**src/rtl/switch_expander_pkg.sv**
```systemverilog
// Package for the I2C switch expander: bus address, register map, reset values,
// and the bit positions of the switch enables.
// Assumes the users import the whole package.
package switch_expander_pkg;
   // ***************************************************************
   // Bus address and register map
   // ***************************************************************
   localparam logic [6:0] dev_addr = 7'h22;
   localparam logic [7:0] port_a_direction_off = 8'h00;
   localparam logic [7:0] port_b_direction_off = 8'h01;
   localparam logic [7:0] port_a_switch_outputs_off = 8'h12;
   localparam logic [7:0] port_b_switch_outputs_off = 8'h13;
   localparam logic [7:0] direction_reset = 8'hFF;
   localparam logic [7:0] outputs_reset = 8'h00;
   localparam logic [7:0] unmapped_read = 8'h00;
   // ***************************************************************
   // Port A bit positions
   // ***************************************************************
   localparam int eeprom_select_bit = 0;
   localparam int pushbutton_bit = 1;
   localparam int card_socket_route_bit = 2;
   localparam int usb_bridge_enable_bit = 3;
   localparam int can_enable_bit = 4;
   localparam int audio_converter_reset_bit = 5;
   localparam int dac_path_enable_bit = 6;
   localparam int adc_path_enable_bit = 7;
   // ***************************************************************
   // Port B bit positions
   // ***************************************************************
   localparam int octal_flash_select_bit = 0;
   localparam int spdif_coax_enable_bit = 1;
   localparam int spdif_optical_enable_bit = 2;
   localparam int audio_jack_select_bit = 3;
   localparam int media_link_mode_select_bit = 4;
   localparam int fast_ethernet_signal_enable_bit = 5;
   localparam int fast_ethernet_phy_reset_bit = 6;
   localparam int gigabit_phy_reset_bit = 7;

   typedef enum logic [2:0] {
      st_idle, st_addr, st_addr_ack, st_reg, st_reg_ack, st_wdata, st_wdata_ack, st_rdata
   } bus_state_type;
endpackage : switch_expander_pkg

```
**src/rtl/pin_driver_if.sv**
```systemverilog
// Interface carrying direction and output bytes from the register core to the pin driver.
// Assumes one driver (core) and one consumer (pin driver).
`timescale 1ns/1ps
interface pin_driver_if;
   logic [7:0] dir_a;
   logic [7:0] dir_b;
   logic [7:0] out_a;
   logic [7:0] out_b;
   modport core (output dir_a, dir_b, out_a, out_b);
   modport pins (input dir_a, dir_b, out_a, out_b);
endinterface : pin_driver_if

```
**src/rtl/switch_pin_driver.sv**
```systemverilog
// Pin driver for the sixteen switch enables.
// Assumes board pull resistors set the level of any pin left undriven.
`timescale 1ns/1ps
module switch_pin_driver
   import switch_expander_pkg::*;
(
   pin_driver_if.pins regs, // Register values
   output logic [7:0] pa_out, // Port A pin level
   output logic [7:0] pa_oe, // Port A drive enable
   output logic [7:0] pb_out, // Port B pin level
   output logic [7:0] pb_oe // Port B drive enable
);
   // ***************************************************************
   // Drive
   // ***************************************************************
   // Direction zero means output; a one leaves the pin to its pull
   always_comb begin
      pa_out = regs.out_a;
      pb_out = regs.out_b;
      pa_oe = ~regs.dir_a;
      pb_oe = ~regs.dir_b;
   end
endmodule : switch_pin_driver

```
**src/rtl/softconfig_switch_expander.sv**
```systemverilog
// I2C-addressed 16-bit switch expander: two-wire slave, register file, pin drive.
// Assumes scl and sda come from the board asynchronously; sda is open drain.
//
// Overview of operation
// - Two 8-bit switch output registers, port A at 0x12, port B at 0x13.
// - After reset all pins are inputs and drive nothing.
// - Device answers on two-wire bus at 7-bit address 0x22.
// - Both switch output registers reset to 0x00.
// - A0 gates EEPROM chip select, A1 gates both pushbuttons; default high.
// - A2 routes SPI to card socket, A3 enables USB bridge; default high.
// - A4 enables both CAN transceiver signal sets; default high.
// - A5 resets audio converters, A6 enables DAC, A7 ADC; default high.
// - B0 gates octal flash chip select; default low.
// - B1 and B2 enable coaxial and optical S/PDIF; default high.
// - B3 selects audio jack as input or output; default high.
// - B4 selects media link three-pin or six-pin mode; default high.
// - B5 enables reduced Ethernet signals; default low.
// - B6 drives fast Ethernet transceiver reset; no default.
// - B7 drives gigabit transceiver reset; default high.
// - A driven one opens the switch path; pulled low keeps it closed.
`timescale 1ns/1ps
module softconfig_switch_expander
   import switch_expander_pkg::*;
(
   input wire logic clk, // 250 MHz system clock
   input wire logic nrst, // Async reset, active low
   input wire logic scl_in, // Two-wire clock pin
   input wire logic sda_in, // Two-wire data pin level
   output logic sda_out, // Data drive level, always low
   output logic sda_oe, // Data drive enable, high pulls low
   output logic [7:0] pa_out, // Port A pin levels
   output logic [7:0] pa_oe, // Port A drive enables
   output logic [7:0] pb_out, // Port B pin levels
   output logic [7:0] pb_oe // Port B drive enables
);
   // ***************************************************************
   // Pin synchronisers
   // ***************************************************************
   logic [1:0] scl_sync_r;
   logic [1:0] sda_sync_r;
   logic scl_prev_r;
   logic sda_prev_r;
   logic scl_rise;
   logic scl_fall;
   logic start_seen;
   logic stop_seen;

   // Two flops before any logic; the prev flops sit behind the second stage
   // Reset to the idle high level so that releasing reset never fakes a start
   // condition or a falling bus clock.
   always_ff @(posedge clk or negedge nrst) begin
      if (!nrst) begin
         scl_sync_r <= 2'h3;
         sda_sync_r <= 2'h3;
         scl_prev_r <= 1'b1;
         sda_prev_r <= 1'b1;
      end else begin
         scl_sync_r <= {scl_sync_r[0], scl_in};
         sda_sync_r <= {sda_sync_r[0], sda_in};
         scl_prev_r <= scl_sync_r[1];
         sda_prev_r <= sda_sync_r[1];
      end
   end

   // Bus conditions from the clean second stage
   // Start and stop need the bus clock high on both samples, so data changes made
   // while the clock is low never look like bus conditions.
   always_comb begin
      scl_rise = scl_sync_r[1] & ~scl_prev_r;
      scl_fall = ~scl_sync_r[1] & scl_prev_r;
      start_seen = scl_sync_r[1] & scl_prev_r & sda_prev_r & ~sda_sync_r[1];
      stop_seen = scl_sync_r[1] & scl_prev_r & ~sda_prev_r & sda_sync_r[1];
   end

   // ***************************************************************
   // Register read mux
   // ***************************************************************
   logic [7:0] dir_a_r;
   logic [7:0] dir_b_r;
   logic [7:0] out_a_r;
   logic [7:0] out_b_r;

   // Read data is fetched when the address acknowledge ends, so a write landing
   // earlier in the same transfer is already visible.
   // Unmapped offsets read as zero and ignore writes
   function automatic logic [7:0] reg_read(input logic [7:0] idx, input logic [7:0] da,
                                           input logic [7:0] db, input logic [7:0] oa,
                                           input logic [7:0] ob);
      case (idx)
         port_a_direction_off: reg_read = da;
         port_b_direction_off: reg_read = db;
         port_a_switch_outputs_off: reg_read = oa;
         port_b_switch_outputs_off: reg_read = ob;
         default: reg_read = unmapped_read;
      endcase
   endfunction : reg_read

   // ***************************************************************
   // Two-wire slave state machine
   // ***************************************************************
   // Limitations: no clock stretching, so the host must keep every bus clock
   // phase above about eight system clocks; the acknowledge and each read bit
   // appear one clock after the synchronised falling edge, two to three after the pin edge.
   // The register pointer advances after every written data byte and every read byte the
   // master acknowledges, so a burst walks through the map; unmapped offsets read zero.
   // A repeated start is taken in any state and restarts address decoding.
   bus_state_type state_r, state_nxt;
   logic [7:0] shift_r, shift_nxt;
   logic [3:0] bitcnt_r, bitcnt_nxt;
   logic [7:0] ptr_r, ptr_nxt;
   logic sda_oe_r, sda_oe_nxt;
   logic rd_r, rd_nxt;
   logic wr_en;
   logic [7:0] wr_idx;
   logic [7:0] wr_val;

   always_comb begin
      state_nxt = state_r;
      shift_nxt = shift_r;
      bitcnt_nxt = bitcnt_r;
      ptr_nxt = ptr_r;
      sda_oe_nxt = sda_oe_r;
      rd_nxt = rd_r;
      wr_en = 1'b0;
      wr_idx = ptr_r;
      wr_val = shift_r;
      if (start_seen) begin
         // Repeated start re-enters address phase
         state_nxt = st_addr;
         bitcnt_nxt = 4'h0;
         sda_oe_nxt = 1'b0;
      end else if (stop_seen) begin
         state_nxt = st_idle;
         sda_oe_nxt = 1'b0;
      end else begin
         case (state_r)
            st_idle: begin
               sda_oe_nxt = 1'b0;
            end
            st_addr, st_reg, st_wdata: begin
               // Sample data on rising clock edge, MSB first
               if (scl_rise) begin
                  shift_nxt = {shift_r[6:0], sda_sync_r[1]};
                  bitcnt_nxt = bitcnt_r + 4'h1;
               end
               if (scl_fall && bitcnt_r == 4'h8) begin
                  bitcnt_nxt = 4'h0;
                  if (state_r == st_addr) begin
                     if (shift_r[7:1] == dev_addr) begin
                        rd_nxt = shift_r[0];
                        sda_oe_nxt = 1'b1;
                        state_nxt = st_addr_ack;
                     end else begin
                        state_nxt = st_idle; // Not ours: stay silent
                     end
                  end else if (state_r == st_reg) begin
                     ptr_nxt = shift_r;
                     sda_oe_nxt = 1'b1;
                     state_nxt = st_reg_ack;
                  end else begin
                     wr_en = 1'b1;
                     sda_oe_nxt = 1'b1;
                     state_nxt = st_wdata_ack;
                  end
               end
            end
            st_addr_ack: begin
               if (scl_fall) begin
                  if (rd_r) begin
                     shift_nxt = reg_read(ptr_r, dir_a_r, dir_b_r, out_a_r, out_b_r);
                     sda_oe_nxt = ~shift_nxt[7]; // Open drain: pull low for a zero
                     bitcnt_nxt = 4'h0;
                     state_nxt = st_rdata;
                  end else begin
                     sda_oe_nxt = 1'b0;
                     state_nxt = st_reg;
                  end
               end
            end
            st_reg_ack, st_wdata_ack: begin
               // Pointer advances past each written data byte, not past the register byte
               if (scl_fall) begin
                  sda_oe_nxt = 1'b0;
                  if (state_r == st_wdata_ack) begin
                     ptr_nxt = ptr_r + 8'h01;
                  end
                  state_nxt = st_wdata;
               end
            end
            st_rdata: begin
               // Drive MSB first; release for master ack on ninth bit
               // Master ack keeps the burst going from the advanced pointer
               if (scl_fall) begin
                  bitcnt_nxt = bitcnt_r + 4'h1;
                  if (bitcnt_r == 4'h7) begin
                     sda_oe_nxt = 1'b0;
                  end else if (bitcnt_r == 4'h8) begin
                     if (sda_prev_r) begin
                        state_nxt = st_idle; // Master nack ends the read
                     end else begin
                        ptr_nxt = ptr_r + 8'h01;
                        shift_nxt = reg_read(ptr_r + 8'h01, dir_a_r, dir_b_r,
                                             out_a_r, out_b_r);
                        sda_oe_nxt = ~shift_nxt[7];
                        bitcnt_nxt = 4'h0;
                     end
                  end else begin
                     shift_nxt = {shift_r[6:0], 1'b0};
                     sda_oe_nxt = ~shift_r[6];
                  end
               end
            end
            default: begin
               state_nxt = st_idle;
               sda_oe_nxt = 1'b0;
            end
         endcase
      end
   end

   // Bus state registers; reset leaves the data line released
   always_ff @(posedge clk or negedge nrst) begin
      if (!nrst) begin
         state_r <= st_idle;
         shift_r <= 8'h00;
         bitcnt_r <= 4'h0;
         ptr_r <= 8'h00;
         sda_oe_r <= 1'b0;
         rd_r <= 1'b0;
      end else begin
         state_r <= state_nxt;
         shift_r <= shift_nxt;
         bitcnt_r <= bitcnt_nxt;
         ptr_r <= ptr_nxt;
         sda_oe_r <= sda_oe_nxt;
         rd_r <= rd_nxt;
      end
   end

   // ***************************************************************
   // Register file
   // ***************************************************************
   logic [7:0] dir_a_nxt, dir_b_nxt, out_a_nxt, out_b_nxt;

   // Write strobe lasts one clock, at the falling bus clock ending a data byte.
   // Direction ones leave a pin on its board pull, hence the all-ones reset:
   // nothing is overridden until software clears a bit.
   // Values hold until the host rewrites them
   always_comb begin
      dir_a_nxt = dir_a_r;
      dir_b_nxt = dir_b_r;
      out_a_nxt = out_a_r;
      out_b_nxt = out_b_r;
      if (wr_en) begin
         case (wr_idx)
            port_a_direction_off: dir_a_nxt = wr_val;
            port_b_direction_off: dir_b_nxt = wr_val;
            port_a_switch_outputs_off: out_a_nxt = wr_val;
            port_b_switch_outputs_off: out_b_nxt = wr_val;
            default: ;
         endcase
      end
   end

   // Reset state: all pins input, all switch outputs zero
   always_ff @(posedge clk or negedge nrst) begin
      if (!nrst) begin
         dir_a_r <= direction_reset;
         dir_b_r <= direction_reset;
         out_a_r <= outputs_reset;
         out_b_r <= outputs_reset;
      end else begin
         dir_a_r <= dir_a_nxt;
         dir_b_r <= dir_b_nxt;
         out_a_r <= out_a_nxt;
         out_b_r <= out_b_nxt;
      end
   end

   // ***************************************************************
   // Pin drive
   // ***************************************************************
   // Switch meanings are board wiring: a one opens the FET path
   // Drive kept in its own module so a board variant can change drive polarity
   // without touching the bus logic.
   pin_driver_if pins_if ();
   assign pins_if.dir_a = dir_a_r;
   assign pins_if.dir_b = dir_b_r;
   assign pins_if.out_a = out_a_r;
   assign pins_if.out_b = out_b_r;

   switch_pin_driver u_pins (
      .regs(pins_if.pins),
      .pa_out(pa_out),
      .pa_oe(pa_oe),
      .pb_out(pb_out),
      .pb_oe(pb_oe)
   );

   assign sda_out = 1'b0;
   assign sda_oe = sda_oe_r;
endmodule : softconfig_switch_expander

```
**config.mk**
```make
export PLATFORM = sky130hd
export DESIGN_NAME = softconfig_switch_expander
export DESIGN_NICKNAME = d
export VERILOG_FILES = /design/src/rtl/switch_expander_pkg.sv /design/src/rtl/pin_driver_if.sv /design/src/rtl/switch_pin_driver.sv /design/src/rtl/softconfig_switch_expander.sv
export SDC_FILE = /design/constraint.sdc
export NUM_CORES = 1
export LEC_CHECK = 0
export ABC_AREA = 1
export BUFFER_PORTS_ARGS = -buffer_cell sky130_fd_sc_hd__buf_4
export CORE_ASPECT_RATIO = 0.9
export CORE_MARGIN = 5
export CORE_UTILIZATION = 30
export DETAILED_ROUTE_END_ITERATION = 16
export MAX_ROUTING_LAYER = met4
export PLACE_DENSITY_LB_ADDON = 0.2
export SYNTH_ARGS = -nofsm -noshare
export SYNTH_HDL_FRONTEND = slang
export SYNTH_SLANG_ARGS = --single-unit
export TNS_END_PERCENT = 100
```
**constraint.sdc**
```tcl
create_clock -name clk -period 2.5 [get_ports clk]
set_input_delay 0 -clock clk [delete_from_list [all_inputs] [get_ports clk]]
set_output_delay 0 -clock clk [all_outputs]
set_load 0.02 [all_outputs]
```
# Yosys cells after proc, flatten, opt, wreduce, memory -nomap -nowiden
# Cells that the tools add are included.
# totals
regBits,63
out_inout_bits,34
wordCells,173
# op_classes
addsub,2
n_eq_ne,43
n_mux,76
bitwise,18
n_reduce_logical,20
# ops
op,count
8-bit two-way mux,28
8-bit one-hot mux with 4 select lines,2
8-bit one-hot mux with 3 select lines,2
4-bit two-way mux,10
3-bit two-way mux,11
8-bit by 5-bit equality test with 1-bit output (second input constant),4
4-bit != test (second input constant),8
2-bit != test (second input constant),13
1-bit two-way mux,18
6-bit AND reduction,3
8-bit by 1-bit equality test with 1-bit output (second input constant),2
8-bit logical NOT,2
8-bit NOT,2
3-bit equality test (second input constant),4
3-bit != test (second input constant),4
3-bit one-hot mux with 4 select lines,1
4-bit one-hot mux with 3 select lines,1
12-bit AND reduction,1
1-bit NOT,9
9-bit AND reduction,1
8-bit by 1-bit adder with 8-bit output (second input constant),1
2-bit AND reduction,4
8-bit AND reduction,1
1-bit AND,7
other kinds (17),20

# Logic depth before layout (Yosys ltp)
# logic_depth
ltp_word,18
depth_mapped,14
ltp_nobuf,14

# Modules after synthesis
# From an unflattened synthesis, not the netlist that was laid out.
# hier_totals
cells_unflattened,541
area_unflattened_um2,3933.8
# modules_own_cells
mod,instances,cells_each,area_each_um2,seq_area_each_um2
softconfig_switch_expander,1,509,3753.6,1604.0
switch_pin_driver,1,32,180.2,0.0

# Least setup slack after synthesis
# OpenSTA, ideal clock, no wires.
# synth_path
path_type,reg2reg
startpoint,register ptr_r[0]
endpoint,register sda_oe_r (netlist: sda_oe)
setup_time_ns,0.117
t_arrival_ns,1.697
t_required_ns,2.383
path_slack_ns,0.686
path_stages_with_launch,14
path_buffers,0
synth_period_minus_slack_ns,1.814
path_cell_list,dfrtp_1 -> ha_1 -> nand3_1 -> nand2_1 -> nand2_1 -> inv_1 -> nor2_2 -> nand3_4 -> o21ai_2 -> o21bai_1 -> nand2_1 -> nand2_1 -> nand2_1 -> nand2_1
# synth_between
elab_chain_len,18
word_cells_on_any_way,34
# synth_lines
item,line,rtl
start: declaration,softconfig_switch_expander.sv:110,"logic [7:0] ptr_r, ptr_nxt;"
start signal: assignment,softconfig_switch_expander.sv:234,ptr_r <= ptr_nxt;
8-bit by 1-bit adder with 8-bit output,softconfig_switch_expander.sv:202,"shift_nxt = reg_read(ptr_r + 8'h01, dir_a_r, dir_b_r,"
8-bit by 5-bit equality test with 1-bit output (tied with other cells),softconfig_switch_expander.sv:89,case (idx)
8-bit one-hot mux with 4 select lines,softconfig_switch_expander.sv:89,
8-bit two-way mux,softconfig_switch_expander.sv:198,if (sda_prev_r) begin
8-bit two-way mux,softconfig_switch_expander.sv:197,end else if (bitcnt_r == 4'h8) begin
8-bit two-way mux,softconfig_switch_expander.sv:195,if (bitcnt_r == 4'h7) begin
8-bit two-way mux,softconfig_switch_expander.sv:193,if (scl_fall) begin
8-bit two-way mux,softconfig_switch_expander.sv:136,case (state_r)
(+2 left out),-,
1-bit NOT,softconfig_switch_expander.sv:204,sda_oe_nxt = ~shift_nxt[7];
1-bit two-way mux,softconfig_switch_expander.sv:198,
1-bit two-way mux,softconfig_switch_expander.sv:197,
1-bit two-way mux,softconfig_switch_expander.sv:195,
1-bit two-way mux,softconfig_switch_expander.sv:193,
1-bit one-hot mux with 5 select lines *,softconfig_switch_expander.sv:136,
1-bit two-way mux *,softconfig_switch_expander.sv:132,end else if (stop_seen) begin
1-bit two-way mux *,softconfig_switch_expander.sv:127,if (start_seen) begin
end signal: assignment,softconfig_switch_expander.sv:235,sda_oe_r <= sda_oe_nxt;
end: declaration,softconfig_switch_expander.sv:111,"logic sda_oe_r, sda_oe_nxt;"
# Mark *: on every way between the ends. The rest lies on a longest branch, timed or not. The select of a mux whose other input is x is not followed.
# A chain may end at the register's enable or synchronous reset.

# Worst setup path in the final report
# layout_path
startpoint,register bitcnt_r[0]
endpoint,register dir_b_r[4]
# layout_between
elab_chain_len,7
# layout_lines
item,line,rtl
start: declaration,softconfig_switch_expander.sv:109,"logic [3:0] bitcnt_r, bitcnt_nxt;"
start signal: assignment,softconfig_switch_expander.sv:233,bitcnt_r <= bitcnt_nxt;
4-bit equality test,softconfig_switch_expander.sv:146,if (scl_fall && bitcnt_r == 4'h8) begin
1-bit logical AND,softconfig_switch_expander.sv:146,
1-bit two-way mux,softconfig_switch_expander.sv:146,
1-bit two-way mux,softconfig_switch_expander.sv:136,
1-bit two-way mux,softconfig_switch_expander.sv:132,
1-bit two-way mux,softconfig_switch_expander.sv:127,
2-bit AND reduction (no line),-,
end signal: assignment,softconfig_switch_expander.sv:269,dir_b_r <= direction_reset;
end signal: assignment,softconfig_switch_expander.sv:274,dir_b_r <= dir_b_nxt;
end: declaration,softconfig_switch_expander.sv:79,logic [7:0] dir_b_r;
# Every way passes these cells.

==> flow_summary.html <==
<table>
<tr><th>Metric</th><th>Value</th></tr>
<tr><th colspan="2">Status</th></tr>
<tr><td>Run status</td><td>completed</td></tr>
<tr><th colspan="2">Timing</th></tr>
<tr><td>Final Cycle Share</td><td>0.904</td></tr>
<tr><td>Total negative slack</td><td>0 ns</td></tr>
<tr><td>Final worst setup slack</td><td>0.240 ns</td></tr>
<tr><td>Slew HR</td><td>0.449</td></tr>
<tr><td>Unrepaired setup endpoints after global routing</td><td>no</td></tr>
<tr><td>Measured slew at the worst slew-check pin</td><td>around 0.83 ns</td></tr>
<tr><td>Final Setup Violations</td><td>0</td></tr>
<tr><td>Final setup skew</td><td>~0.007 ns</td></tr>
<tr><td>Max Transition Viols Final</td><td>0</td></tr>
<tr><td>Final critical path time including I/O delays and setup</td><td>roughly 2.3 ns</td></tr>
<tr><td>Max Clock Freq</td><td>443 MHz</td></tr>
<tr><td>Endpoints failing hold</td><td>0</td></tr>
<tr><th colspan="2">Die</th></tr>
<tr><td>Number of cell rows</td><td>39</td></tr>
<tr><td>Vertical die dimension</td><td>117 µm</td></tr>
<tr><td>Initial cell density of the core</td><td>0.303</td></tr>
<tr><td>Count of boundary I/O pins</td><td>38</td></tr>
<tr><td>Horizontal extent of the die</td><td>roughly 130 µm</td></tr>
<tr><td>Core ar.</td><td>~13000 µm²</td></tr>
<tr><td>Total die area</td><td>15000 µm²</td></tr>
<tr><th colspan="2">Place</th></tr>
<tr><td># placed instances</td><td>703</td></tr>
<tr><td>Placer congestion estimate</td><td>0.941</td></tr>
<tr><td>Number of input and output port buffers inserted</td><td>36</td></tr>
<tr><td>Worst slack at placement</td><td>-0.0671 ns</td></tr>
<tr><td>Half-perimeter wire length after placement</td><td>approximately 9000 µm</td></tr>
<tr><th colspan="2">Power and ir drop</th></tr>
<tr><td>Total power divided by cell area</td><td>1070 nW/µm²</td></tr>
<tr><td>Total leakage power</td><td>roughly 2.0 nW</td></tr>
<tr><td>Worst VDD drop</td><td>~380 µV</td></tr>
<tr><th colspan="2">Logic synthesis</th></tr>
<tr><td>FFs w/ async S/R, synth</td><td>1.00</td></tr>
<tr><td>Synthesized area per cell</td><td>7.56 µm²</td></tr>
<tr><td>Synthesized cell area</td><td>3800 µm²</td></tr>
<tr><td>Part of the Yosys area used for sequential elements</td><td>0.422</td></tr>
<tr><td>Area share of the largest cell type after synthesis</td><td>0.270</td></tr>
<tr><td>Post-synth cell types</td><td>45</td></tr>
<tr><td>Area contributors post-synth</td><td>sky130_fd_sc_hd__dfrtp_1 (27%), sky130_fd_sc_hd__dfstp_2 (15%), sky130_fd_sc_hd__nand2_1 (11%), sky130_fd_sc_hd__o21ai_0 (7.1%), sky130_fd_sc_hd__inv_1 (6.7%)</td></tr>
<tr><td>Most used flip-flop cell after synthesis</td><td>sky130_fd_sc_hd__dfrtp_1</td></tr>
<tr><td>Flip-flop and latch count after synthesis</td><td>63</td></tr>
<tr><td>Number of synthesized flops with an enable pin</td><td>0</td></tr>
<tr><td>Library cell with the highest instance count after synthesis</td><td>sky130_fd_sc_hd__nand2_1</td></tr>
<tr><td>Warnings from Yosys</td><td>0</td></tr>
<tr><td>Synthesized Nets</td><td>514</td></tr>
<tr><td>Post-synth top area cell</td><td>sky130_fd_sc_hd__dfrtp_1</td></tr>
<tr><td>Top cells by count, synth</td><td>sky130_fd_sc_hd__nand2_1 (116), sky130_fd_sc_hd__inv_1 (68), sky130_fd_sc_hd__o21ai_0 (54)</td></tr>
<tr><td>Instance count of the mapped netlist</td><td>503</td></tr>
<tr><th colspan="2">Drt</th></tr>
<tr><td>Remaining routing DRC violations</td><td>0</td></tr>
<tr><td>Detailed Route WL</td><td>12300 µm</td></tr>
<tr><td>Number of nets with antenna violations after detailed routing</td><td>0</td></tr>
<tr><td>Number of detailed-route iterations in the first pass</td><td>5</td></tr>
<tr><td>Via count</td><td>3635</td></tr>
<tr><td>DR WL/cell</td><td>17.1 µm</td></tr>
<tr><td>Initial DRC count</td><td>237</td></tr>
<tr><td>Drt via density</td><td>5.03</td></tr>
<tr><th colspan="2">Worst hold path</th></tr>
<tr><td>Hold/Removal Path Class</td><td>primary input to asynchronous set/reset pin</td></tr>
<tr><th colspan="2">CTS</th></tr>
<tr><td>H-tree depth</td><td>3</td></tr>
<tr><td>Number of buffers inserted during clock tree synthesis</td><td>9</td></tr>
<tr><td>Root buf cell</td><td>sky130_fd_sc_hd__clkbuf_16</td></tr>
<tr><td>TritonCTS clock tree</td><td>yes</td></tr>
<tr><td>Clock Path Buffers</td><td>2</td></tr>
<tr><td># Post-CTS Setup Buffers</td><td>0</td></tr>
<tr><td>Clk_lat worst skew</td><td>0.34 ns</td></tr>
<tr><td>Total number of clock tree sinks</td><td>63</td></tr>
<tr><td>Post-CTS clock slew at the launch and capture registers of the worst setup and hold paths</td><td>0.06 ns</td></tr>
<tr><th colspan="2">GRT</th></tr>
<tr><td>Initial antenna violation count</td><td>0</td></tr>
<tr><td>Overall routing resource usage</td><td>0.178</td></tr>
<tr><td>Overall overflow remaining after global route</td><td>0</td></tr>
<tr><td>Largest net degree at the start of global routing</td><td>between 60 and 70</td></tr>
<tr><td>Number of global-route vias before repair</td><td>between 3k and 4k</td></tr>
<tr><td>Global-route wire length before repair</td><td>19900 µm</td></tr>
<tr><th colspan="2">Critical path</th></tr>
<tr><td>Worst-path cell with the longest stage delay</td><td>sky130_fd_sc_hd__dfrtp_1</td></tr>
<tr><td>CP dominant cell by count</td><td>sky130_fd_sc_hd__nand2_1</td></tr>
<tr><td>Critical Path Start Type</td><td>flop</td></tr>
<tr><td>Type of the worst setup path</td><td>flop to flop</td></tr>
<tr><td>Highest net fanout along the worst path</td><td>16</td></tr>
<tr><td>Register-to-register setup slack</td><td>0.24 ns</td></tr>
<tr><td>Critical Path Max Stage Delay</td><td>0.40 ns</td></tr>
<tr><td>Cell-by-cell listing of the critical path</td><td>inv_1 -&gt; ha_1 -&gt; nand2_1 -&gt; nor2_4 -&gt; nand2_1 -&gt; nor3_4 -&gt; nand3_2 -&gt; o21ai_0</td></tr>
<tr><td>Data arrival time at the worst-slack endpoint</td><td>2.51 ns</td></tr>
<tr><td>Kind of capture point of the worst setup path</td><td>flop</td></tr>
<tr><td>Required time reported for the critical path endpoint</td><td>approximately 2.8 ns</td></tr>
<tr><th colspan="2">Final layout</th></tr>
<tr><td>Signed area change from the synthesized netlist to the final layout</td><td>22.5%</td></tr>
<tr><td>Number of nets in the layout</td><td>564</td></tr>
<tr><td>Number of antenna repair diodes</td><td>0</td></tr>
<tr><td>Number of non-filler instances in the completed layout</td><td>between 700 and 800</td></tr>
<tr><td>Share of layout cells above drive strength 1</td><td>0.210</td></tr>
<tr><th colspan="2">Run</th></tr>
<tr><td>Max-cap viol count</td><td>0</td></tr>
</table>
-- layer usage --
layer  routed length (µm)  vias up  track usage  part of all wire
met5                    0        -            -                 0
met3                  593       26       0.0417             0.048
met2                 5550      107        0.268              0.45
met1                 5860     1735        0.231              0.48
met4                  312        0       0.0735             0.025
li1                     -     1767            -                 -
-- worst max-delay path: cells and delay by family, from the launching register on --
| family | cells | cell delay (ns) |
|---|---|---|
| AND/OR/NAND/NOR | 5 | 1.24 |
| flip-flops | 1 | 0.40 |
| AO/OA/AOI/OAI | 1 | 0.28 |
| adder cells (fa/ha/maj) | 1 | 0.15 |
| buffers and inverters | 1 | 0.10 |
-- cells in the final DEF (no fill, tap or decap), types with 3 or more instances in the layout --
cell type,netlist,layout
sky130_fd_sc_hd__o21ai_0,54,54
sky130_fd_sc_hd__buf_4,2,44
sky130_fd_sc_hd__ha_1,7,7
sky130_fd_sc_hd__o211ai_1,8,8
sky130_fd_sc_hd__dfrtp_1,41,41
sky130_fd_sc_hd__nand3_1,16,15
sky130_fd_sc_hd__nor2_4,3,3
sky130_fd_sc_hd__inv_1,68,68
sky130_fd_sc_hd__o22ai_1,19,19
sky130_fd_sc_hd__nor2_1,49,49
sky130_fd_sc_hd__nand4_1,10,10
sky130_fd_sc_hd__inv_2,6,6
sky130_fd_sc_hd__a211oi_1,3,3
sky130_fd_sc_hd__nand2_2,3,5
sky130_fd_sc_hd__o21ai_1,11,11
sky130_fd_sc_hd__a21oi_1,12,12
sky130_fd_sc_hd__dlygate4sd3_1,0,3
sky130_fd_sc_hd__a21boi_1,6,6
sky130_fd_sc_hd__nor3_1,5,5
sky130_fd_sc_hd__nand3_2,4,5
sky130_fd_sc_hd__dfstp_2,22,22
sky130_fd_sc_hd__nor2_2,5,5
sky130_fd_sc_hd__nand2_1,116,114
sky130_fd_sc_hd__clkbuf_16,0,9
sky130_fd_sc_hd__o21a_1,3,3
-- final cells by class --
class                           count  area [µm²]
Fill cell                        1327        7890
Sequential cell                    63        1600
Clock buffer                        9         225
Inverter                           76         290
Timing Repair Buffer               47         360
Clock inverter                      7        96.3
Multi-Input combinational cell    356        1870
Tap cell                          164         205
-- flip-flops by register name (all words and copies together), names as in the netlist --
name / cells
sda_sync_r: 2
scl_sync_r: 2
dir_a_r: 8
scl_prev_r: 1
state_r: 3
ptr_r: 8
dir_b_r: 8
sda_prev_r: 1
rd_r: 1
out_a_r: 8
bitcnt_r: 4
out_b_r: 8
sda_oe: 1
shift_r: 8
-- worst paths after layout --
| path | from | to | depth (start not counted) |
|---|---|---|---|
| min in group clk | scl_in | scl_sync_r[0] | 2 |
| min | nrst | out_a_r[6] | 2 |
| max | bitcnt_r[0] | dir_b_r[4] | 8 |
| max in group asynchronous | nrst | ptr_r[0] | 2 |
| max reg2reg | bitcnt_r[0] | dir_b_r[4] | 8 |
| min reg2reg | sda_sync_r[0] | sda_sync_r[1] | 0 |
-- power by group --
part / leakage [nW] / switching, mW / internal, mW
registers: 0.758 / 0.220 / 1.23
clock network: 0.160 / 0.496 / 0.875
logic: 1.08 / 1.50 / 0.651
-- through the flow --
| step | cell area [µm²] | hold WS (ns) | utilization | power [mW] |
|---|---|---|---|---|
| 2_1_floorplan | 3800 | -0.296 | - | 2.97 |
| 3_3_place_gp | 4290 | 0.109 | 0.342 | 3.56 |
| 3_5_place_dp | 4290 | 0.111 | 0.342 | 3.57 |
| 4_1_cts | 4640 | 0.298 | 0.370 | 4.99 |
| 5_1_grt | 4660 | 0.300 | 0.371 | 5.36 |
| 6_report | 4660 | 0.293 | 0.371 | 4.98 |
-- repair_timing --
action                                  4_1_cts  5_1_grt
resized for setup                             1        3
hold buffers                                  3        0
endpoints found under the hold margin        43        0
endpoints found under the setup margin        8       19
-- logic make-up after synthesis --
kind of cell | count (synthesis) | synth area share
compound gates | 127 | 0.196
xor+xnor | 2 | 0.00461
fa+ha+maj | 7 | 0.0230
buf+inv | 84 | 0.0892
flops | 63 | 0.422
other cells | 1 | 0.000987
simple gates | 219 | 0.264
No activity file was read; power rests on OpenSTA's default activity.
